$ cat config.mk
export PLATFORM = sky130hd
export DESIGN_NAME = dspclk_gen
export DESIGN_NICKNAME = d
export VERILOG_FILES = /design/src/core/dspclk_div.v /design/src/core/dspclk_gen.v
export VERILOG_INCLUDE_DIRS = /design/src /design/src/core
export SDC_FILE = /design/constraint.sdc
export NUM_CORES = 1
export LEC_CHECK = 0
export BUFFER_PORTS_ARGS = -buffer_cell sky130_fd_sc_hd__buf_2
export CAP_MARGIN = 20
export CORE_MARGIN = 10
export CORE_UTILIZATION = 50
export DETAILED_ROUTE_END_ITERATION = 7
export PLACE_DENSITY_LB_ADDON = 0.15
export SLEW_MARGIN = 20
export SYNTH_ARGS = -nofsm -noshare
export SYNTH_HDL_FRONTEND = slang
export SYNTH_HIERARCHICAL = 1
export SYNTH_SLANG_ARGS = --single-unit
export TNS_END_PERCENT = 30
$ cat constraint.sdc
create_clock -name clk_sys -period 3.4 [get_ports clk_sys]
set_input_delay 0.17 -clock clk_sys [delete_from_list [all_inputs] [get_ports clk_sys]]
set_output_delay 0.17 -clock clk_sys [all_outputs]
set_load 0.01 [all_outputs]
$ cat src/core/dspclk_regs.vh
// constants for the dsp clock mode generator: field values, reset values and timing counts
`ifndef DSPCLK_REGS_VH
`define DSPCLK_REGS_VH

// ********************************************************************
// mode-select pin patterns (pin a, pin b, pin c)
// ********************************************************************
`define DSPCLK_PINS_DIV2_OSC_OFF 3'h0
`define DSPCLK_PINS_DIV4         3'h5
`define DSPCLK_PINS_DIV2         3'h7

// ********************************************************************
// clock mode register: multiplier in quarter steps, bits 5:2 integer, 1:0 fraction
// ********************************************************************
`define DSPCLK_MULT_W          6
`define DSPCLK_MULT_INT_LSB    2
`define DSPCLK_MULT_RESET      6'h04
`define DSPCLK_MULT_MIN        6'h04
`define DSPCLK_QUARTERS_PER_TICK 8'h04

// ********************************************************************
// output clock divide field: divide factor is field value plus one
// ********************************************************************
`define DSPCLK_DIVF_W          2
`define DSPCLK_DIVF_UNDIVIDED  2'h0
`define DSPCLK_DIVF_RESET      2'h3

// ********************************************************************
// reference divide limits (count minus one)
// ********************************************************************
`define DSPCLK_REF_LIMIT_DIV2  2'h1
`define DSPCLK_REF_LIMIT_DIV4  2'h3

// ********************************************************************
// timing: clock rate and lock interval
// ********************************************************************
`define DSPCLK_CLK_MHZ         10
`define DSPCLK_LOCK_TIME_US    30
`define DSPCLK_LOCK_CYCLES     (`DSPCLK_LOCK_TIME_US * `DSPCLK_CLK_MHZ)
`define DSPCLK_LOCK_W          9

`endif

$ cat src/core/dspclk_div.v
// event divider: emits one pulse every (limit+1) input steps
`timescale 1ns/1ps

module dspclk_div #(
  parameter WIDTH = 2
) (
  // clock and reset
  input  wire             clk_sys,
  input  wire             arst_n,
  // control
  input  wire             clear,
  input  wire             step,
  input  wire [WIDTH-1:0] limit,
  // result
  output reg              tick
);

  reg [WIDTH-1:0] count;

  // counts steps only, never time, so a stalled source just holds its place
  always @(posedge clk_sys or negedge arst_n) begin
    if (!arst_n) begin
      count <= {WIDTH{1'b0}};
      tick  <= 1'b0;
    end else if (clear) begin
      count <= {WIDTH{1'b0}};
      tick  <= 1'b0;
    end else if (step) begin
      if (count >= limit) begin
        count <= {WIDTH{1'b0}};
        tick  <= 1'b1;
      end else begin
        count <= count + {{(WIDTH-1){1'b0}}, 1'b1};
        tick  <= 1'b0;
      end
    end else begin
      tick <= 1'b0;
    end
  end

endmodule

$ cat src/core/dspclk_gen.v
// dsp clock mode generator: strap decode, divide and multiply modes, lock gating, output divider
`timescale 1ns/1ps
`include "dspclk_regs.vh"

// Overview of operation
// - pins 000: machine tick is reference divided by two, loop and oscillator off.
// - multiply mode: tick rate is reference times N, N 1..15.75 in quarter steps.
// - software may rewrite the multiplier after reset completes, except during the lock wait.
// - multiply ratio comes from the clock mode register contents.
// - after a multiplier change wait at most 30 us before the loop counts as locked.
// - output divide field 00 passes the machine clock undivided to the output pin.
// - after reset the output divide field selects divide by four.
// - fully static: no timeouts on the reference, any slow rate keeps state.
module dspclk_gen (
  // clock and reset
  input  wire                        clk_sys,
  input  wire                        arst_n,
  // reference clock and mode straps
  input  wire                        reference_clock_input,
  input  wire                        clock_mode_select_pin_a,
  input  wire                        clock_mode_select_pin_b,
  input  wire                        clock_mode_select_pin_c,
  // software control
  input  wire                        mult_write,
  input  wire [`DSPCLK_MULT_W-1:0]   mult_value,
  input  wire                        divf_write,
  input  wire [`DSPCLK_DIVF_W-1:0]   divf_value,
  // status
  output reg  [`DSPCLK_MULT_W-1:0]   clock_mode_register,
  output reg  [`DSPCLK_DIVF_W-1:0]   output_clock_divide_field,
  output reg                         pll_enable,
  output reg                         osc_enable,
  output reg                         pll_locked,
  output reg                         mode_ready,
  // clocks out
  output reg                         machine_tick,
  output wire                        machine_clock_output
);

  // ********************************************************************
  // states
  // ********************************************************************
  localparam ST_STRAP = 3'h1;
  localparam ST_RUN   = 3'h2;
  localparam ST_LOCK  = 3'h4;

  // the count is worked out as an integer, then cut to the counter width on purpose
  localparam integer              LOCK_LAST_I = `DSPCLK_LOCK_CYCLES - 1;
  localparam [`DSPCLK_LOCK_W-1:0] LOCK_LAST   = LOCK_LAST_I[`DSPCLK_LOCK_W-1:0];

  reg  [2:0]                  state;
  reg  [2:0]                  next_state;
  reg                         ref_q;
  reg                         div_mode;
  reg  [1:0]                  ref_limit;
  reg  [7:0]                  credit;
  reg  [7:0]                  next_credit;
  reg  [`DSPCLK_LOCK_W-1:0]   lock_count;
  reg                         next_tick;
  wire                        ref_rise;
  wire                        ref_tick;
  wire [2:0]                  pins;
  wire                        mult_ok;

  assign pins     = {clock_mode_select_pin_a, clock_mode_select_pin_b, clock_mode_select_pin_c};
  assign ref_rise = reference_clock_input & ~ref_q;
  // a multiplier below one is not a legal setting and is ignored
  assign mult_ok  = mult_write && (mult_value >= `DSPCLK_MULT_MIN);

  // ********************************************************************
  // reference edge detect
  // ********************************************************************
  // edge counting rather than period timing keeps the block static
  always @(posedge clk_sys or negedge arst_n) begin
    if (!arst_n) begin
      ref_q <= 1'b0;
    end else begin
      ref_q <= reference_clock_input;
    end
  end

  // ********************************************************************
  // mode state machine
  // ********************************************************************
  always @* begin
    next_state = state;
    case (state)
      ST_STRAP: begin
        next_state = ST_RUN;
      end
      ST_RUN: begin
        if (mult_ok) begin
          next_state = ST_LOCK;
        end
      end
      ST_LOCK: begin
        if (lock_count == LOCK_LAST) begin
          next_state = ST_RUN;
        end
      end
      default: begin
        next_state = ST_STRAP;
      end
    endcase
  end

  // straps caught on the first edge after reset release, never in the reset branch
  always @(posedge clk_sys or negedge arst_n) begin
    if (!arst_n) begin
      state               <= ST_STRAP;
      div_mode            <= 1'b1;
      ref_limit           <= `DSPCLK_REF_LIMIT_DIV2;
      pll_enable          <= 1'b0;
      osc_enable          <= 1'b0;
      pll_locked          <= 1'b0;
      mode_ready          <= 1'b0;
      clock_mode_register <= `DSPCLK_MULT_RESET;
      lock_count          <= {`DSPCLK_LOCK_W{1'b0}};
    end else begin
      state <= next_state;
      if (state == ST_STRAP) begin
        mode_ready <= 1'b1;
        case (pins)
          `DSPCLK_PINS_DIV2_OSC_OFF: begin
            div_mode   <= 1'b1;
            ref_limit  <= `DSPCLK_REF_LIMIT_DIV2;
            pll_enable <= 1'b0;
            osc_enable <= 1'b0;
            pll_locked <= 1'b0;
          end
          `DSPCLK_PINS_DIV4: begin
            div_mode   <= 1'b1;
            ref_limit  <= `DSPCLK_REF_LIMIT_DIV4;
            pll_enable <= 1'b0;
            osc_enable <= 1'b1;
            pll_locked <= 1'b0;
          end
          `DSPCLK_PINS_DIV2: begin
            div_mode   <= 1'b1;
            ref_limit  <= `DSPCLK_REF_LIMIT_DIV2;
            pll_enable <= 1'b0;
            osc_enable <= 1'b1;
            pll_locked <= 1'b0;
          end
          default: begin
            // any other pattern starts in multiply mode at times one
            div_mode   <= 1'b0;
            pll_enable <= 1'b1;
            osc_enable <= 1'b1;
            pll_locked <= 1'b1;
          end
        endcase
      end else if (state == ST_RUN && mult_ok) begin
        // a new factor always enters multiply mode and restarts the lock wait
        clock_mode_register <= mult_value;
        div_mode            <= 1'b0;
        pll_enable          <= 1'b1;
        pll_locked          <= 1'b0;
        lock_count          <= {`DSPCLK_LOCK_W{1'b0}};
      end else if (state == ST_LOCK) begin
        // writes during lock are dropped; software polls pll_locked first
        if (lock_count == LOCK_LAST) begin
          pll_locked <= 1'b1;
        end else begin
          lock_count <= lock_count + {{(`DSPCLK_LOCK_W-1){1'b0}}, 1'b1};
        end
      end
    end
  end

  // ********************************************************************
  // multiply mode: quarter-step credit accumulator
  // ********************************************************************
  // each reference edge earns N quarters, each machine tick spends four
  always @* begin
    next_credit = credit;
    if (state != ST_RUN || div_mode) begin
      next_credit = 8'h00;
    end else begin
      if (credit >= `DSPCLK_QUARTERS_PER_TICK) begin
        next_credit = credit - `DSPCLK_QUARTERS_PER_TICK;
      end
      if (ref_rise) begin
        // saturate: the machine rate cannot exceed one tick per system cycle
        if ({1'b0, next_credit} + {3'h0, clock_mode_register} > 9'h0ff) begin
          next_credit = 8'hff;
        end else begin
          next_credit = next_credit + {2'h0, clock_mode_register};
        end
      end
    end
  end

  always @(posedge clk_sys or negedge arst_n) begin
    if (!arst_n) begin
      credit <= 8'h00;
    end else begin
      credit <= next_credit;
    end
  end

  // ********************************************************************
  // reference divider for the divide modes
  // ********************************************************************
  dspclk_div #(
    .WIDTH (2)
  ) u_ref_div (
    .clk_sys (clk_sys),
    .arst_n  (arst_n),
    .clear   (~div_mode | (state != ST_RUN)),
    .step    (ref_rise),
    .limit   (ref_limit),
    .tick    (ref_tick)
  );

  // ********************************************************************
  // machine tick, held off outside the run state
  // ********************************************************************
  always @* begin
    next_tick = 1'b0;
    if (state == ST_RUN) begin
      if (div_mode) begin
        next_tick = ref_tick;
      end else begin
        next_tick = (credit >= `DSPCLK_QUARTERS_PER_TICK);
      end
    end
  end

  // whole ticks only: gating at the state boundary cannot cut a pulse short
  always @(posedge clk_sys or negedge arst_n) begin
    if (!arst_n) begin
      machine_tick <= 1'b0;
    end else begin
      machine_tick <= next_tick;
    end
  end

  // ********************************************************************
  // output clock divide field and output divider
  // ********************************************************************
  always @(posedge clk_sys or negedge arst_n) begin
    if (!arst_n) begin
      output_clock_divide_field <= `DSPCLK_DIVF_RESET;
    end else if (divf_write) begin
      output_clock_divide_field <= divf_value;
    end
  end

  // field 00 gives limit 0, so every machine tick reaches the pin
  dspclk_div #(
    .WIDTH (`DSPCLK_DIVF_W)
  ) u_out_div (
    .clk_sys (clk_sys),
    .arst_n  (arst_n),
    .clear   (divf_write),
    .step    (machine_tick),
    .limit   (output_clock_divide_field),
    .tick    (machine_clock_output)
  );

endmodule

==> results.yml <==
timing:
  rsz0062_at_grt: "no"
  post-route-min-period_ps: 2934
  worst_slew_pin_slew_ps: 918.4
  setup_viol: 0
  whs_ps: -0.5682
  report.final.slew_viol_count: 0
  hold_viol_final: 1
  relSlewSlack_pct: 38.78
  fmax_ghz: 0.3409
  finalCritPeriodShare_pct: 86.28
  skew_ps: 8.176
  finalSetupTns_ps: 0
clock_network:
  htreeDepth: 2
  cts_tree: "yes"
  postCtsHoldBufs: 1
  post_cts_resized: 0
  clock_path_buffers: 2
  cts_made_buffers: 5
  clock_sinks: 42
  ctsRootBufferMaster: "clkbuf_8"
  worstSkewPairLatency_ps: 300
  post_cts_buffers: 0
  cts.clk_slew.worst_paths_ps: 90
layout:
  ff_latch_area_mm2: 0.001057
  multi_input_comb_area_mm2: 0.001334
  drive_above_1_share_pct: 28.09
  area_growth_pct: 14.96
  num_antenna_cells: 0
  fillers: 400
  nets: 298
  final_cells: 334
floorplanning:
  coreArea_mm2: 0.004723
  start_util_pct: 51.52
  die_h_um: 89.77
  die_w_um: 89.77
  io_pins: 30
  num_rows: 25
  dieArea_mm2: 0.008058
status:
  violations: "hold timing"
  status: "complete, but fails checks"
grt:
  grt_usage_pct: 12.43
  grt_pass1_wl_mm: 8.500
  antenna_found_initial: 0
  overflow: 0
  grt_pass1_vias: 1874
  grt_max_degree: 43
setup_path:
  path_buf_inv: 0
  reg2reg_slack_ps: 470
  required_ps: 3570
  critPathLaunchType: "register"
  slowest_delay_ps: 440
  path_class: "reg -> reg"
  path_delay_family: "simple AND/OR/NAND/NOR gates"
  reg2regPathDepth: 9
  crit_cells: 9
  crit_top_cell: "a211oi_2"
  r2r_start: "credit[4]"
  crit_path_end: "credit[7]"
  crit_start: "credit[4]"
  cp_max_fo: 6
  slowest_stage: "dfrtp_1"
  cp_data_arrival_time_ps: 3100
  crit_chain: "or3_4 > nor3_4 > mux2i_1 > ha_1 > and3_1 > a211oi_2 > o21ai_2 > nor4b_1 > a211oi_2"
  end_kind: "register"
  r2r-end: "credit[7]"
yosys:
  synth_cell_types: 59
  synthFlopType: "dfrtp_1"
  syn_avg_cell_area_um2: 10.49
  netlist_instances: 232
  async_reset_ff_share_pct: 100.0
  synth_edf_count: 0
  ys_ff_latch: 42
  synth.yosys.seq_area_share_pct: 43.44
  synth_nets: 264
  syn_area_mm2: 0.002434
  yosys_warnings: 6
pwr:
  comb_power_share_pct: 53.4
  swShare_pct: 41.42
  p_int_mw: 1.594
  seqPwrFrac_pct: 29.1
  ir_drop_v: 0.0004884
  p_sw_mw: 1.127
  power_leakage_nw: 1.265
  p_clk_share_pct: 17.5
  powerDensity_mw_per_mm2: 972.6
min_path:
  hold_class: "in -> async"
route:
  ant_nets: 0
  vias_per_cell: 5.278
  wl_per_cell_um: 14.19
  drc: 0
  via_count: 1763
  drt_first_pass_iters: 4
  drt_iter0_markers: 81
  wirelength_mm: 4.740
run:
  drv_cap: 0
placed_design:
  dp_cells: 325
  gp_congestion: 0.8415
  hpwl_mm: 3.585
  numPortBuffers: 29
==> power groups by stage <==
stage / Sequential (mW) / Clock (mW) / Combinational [mW]
after floorplan: 0.801 / 0 / 1.13
final: 0.793 / 0.477 / 1.45
after CTS: 0.792 / 0.490 / 1.46
after global placement: 0.799 / 0 / 1.43
after global routing: 0.821 / 0.506 / 1.64
after detailed placement: 0.800 / 0 / 1.45
==> Yosys cell counts, types with 6 or more instances <==
| cell | number | area [um2] |
|---|---|---|
| dfrtp_1 | 37 | 925.9 |
| nor2_1 | 30 | 112.6 |
| ha_1 | 15 | 187.7 |
| a21oi_1 | 9 | 45.04 |
| mux2_2 | 9 | 101.4 |
| nand2_1 | 9 | 33.78 |
| nor3_1 | 9 | 45.04 |
| inv_1 | 8 | 30.03 |
| xor2_1 | 8 | 70.07 |
| xnor2_1 | 6 | 52.55 |
==> worst reg2reg max path, cell delays in order (launching register included) <==
cell and delay [ps]:
dfrtp_1 440, or3_4 430, nor3_4 280, mux2i_1 330
ha_1 300, and3_1 180, a211oi_2 280, o21ai_2 140
nor4b_1 310, a211oi_2 120
==> cell type report <==
class / instances / area share (%)
Timing Repair Buffer: 30 / 5.546
Clock inverter: 3 / 2.460
Clock buffer: 5 / 2.460
Inverter: 8 / 1.073
Tap cell: 67 / 2.996
Sequential cell: 42 / 37.79
Multi-Input combinational cell: 179 / 47.67
==> worst min path at each step <==
| stage | end | slack, ps | cells past startpoint |
|---|---|---|---|
| after floorplan | clock_mode_register[0] | -130 | 0 |
| after global placement | ref_q | 290 | 1 |
| after detailed placement | ref_q | 300 | 1 |
| after CTS | lock_count[8] | 40 | 1 |
| after global routing | lock_count[8] | 70 | 1 |
| final | lock_count[8] | -0.6 | 1 |
==> cell usage in the layout (no fill, tap or decap), types with 3 or more instances in the layout <==
master    count
nor2_1       30
clkbuf_8      5
xor2_1        8
a31o_2        3
dfrtp_1      37
a21oi_1       9
o21ai_0       3
nor3_1        9
o21a_1        3
a211oi_1      5
xnor2_1       6
nor4b_1       3
nor3b_1       3
a21o_1        3
ha_1         15
a31oi_1       3
a311oi_1      3
nand4_1       3
nand2_1       9
dfstp_2       5
nand2b_1      5
inv_1         8
buf_2        29
mux2_2        9
a21oi_2       5
==> metal layers <==
metal / vias to the layer above / share of wire [%] / global-route usage [%]
met2: 30 / 46 / 20.58
met3: 7 / 4.8 / 3.658
li1: 898 / - / -
met5: - / 0 / 0
met1: 828 / 47 / 15.05
met4: 0 / 1.3 / 4.043
==> through the flow <==
stage / power (mW) / instance area (um2) / utilization, % / worst slack [ps] / hold WS, ps
global placement: 2.227 / 2650 / 56.11 / 561.2 / 293.9
floorplan: 1.928 / 2434 / - / 674.2 / -125.6
detailed placement: 2.250 / 2650 / 56.11 / 455.1 / 298.6
global route: 2.969 / 2798 / 59.23 / 215.0 / 71.25
finish: 2.721 / 2798 / 59.23 / 466.3 / -0.5682
CTS: 2.740 / 2798 / 59.23 / 462.8 / 35.68
==> registers in the layout, indices dropped and copies added, names as in the netlist <==
name / cells
lock_count: 9
u_ref_div/tick: 1
osc_enable: 1
u_out_div/count: 2
machine_tick: 1
u_out_div/tick: 1
div_mode: 1
credit: 8
clock_mode_register: 6
pll_enable: 1
mode_ready: 1
output_clock_divide_field: 2
state: 3
pll_locked: 1
u_ref_div/count: 2
ref_q: 1
ref_limit: 1
==> cell families (layout without fill, tap and decap cells) <==
logic type / after synthesis / after routing / share of synthesized area [%]
AO/OA/AOI/OAI: 52 / 52 / 15.99
XOR/XNOR: 14 / 14 / 5.039
adder cells (fa/ha/maj): 16 / 16 / 8.535
buffers and inverters: 11 / 46 / 1.748
flip-flops: 42 / 42 / 43.44
multiplexers: 10 / 10 / 4.576
other: 1 / 1 / 0.1541
AND/OR/NAND/NOR: 86 / 86 / 20.52
Note: power is estimated with default switching activity, not from simulation.
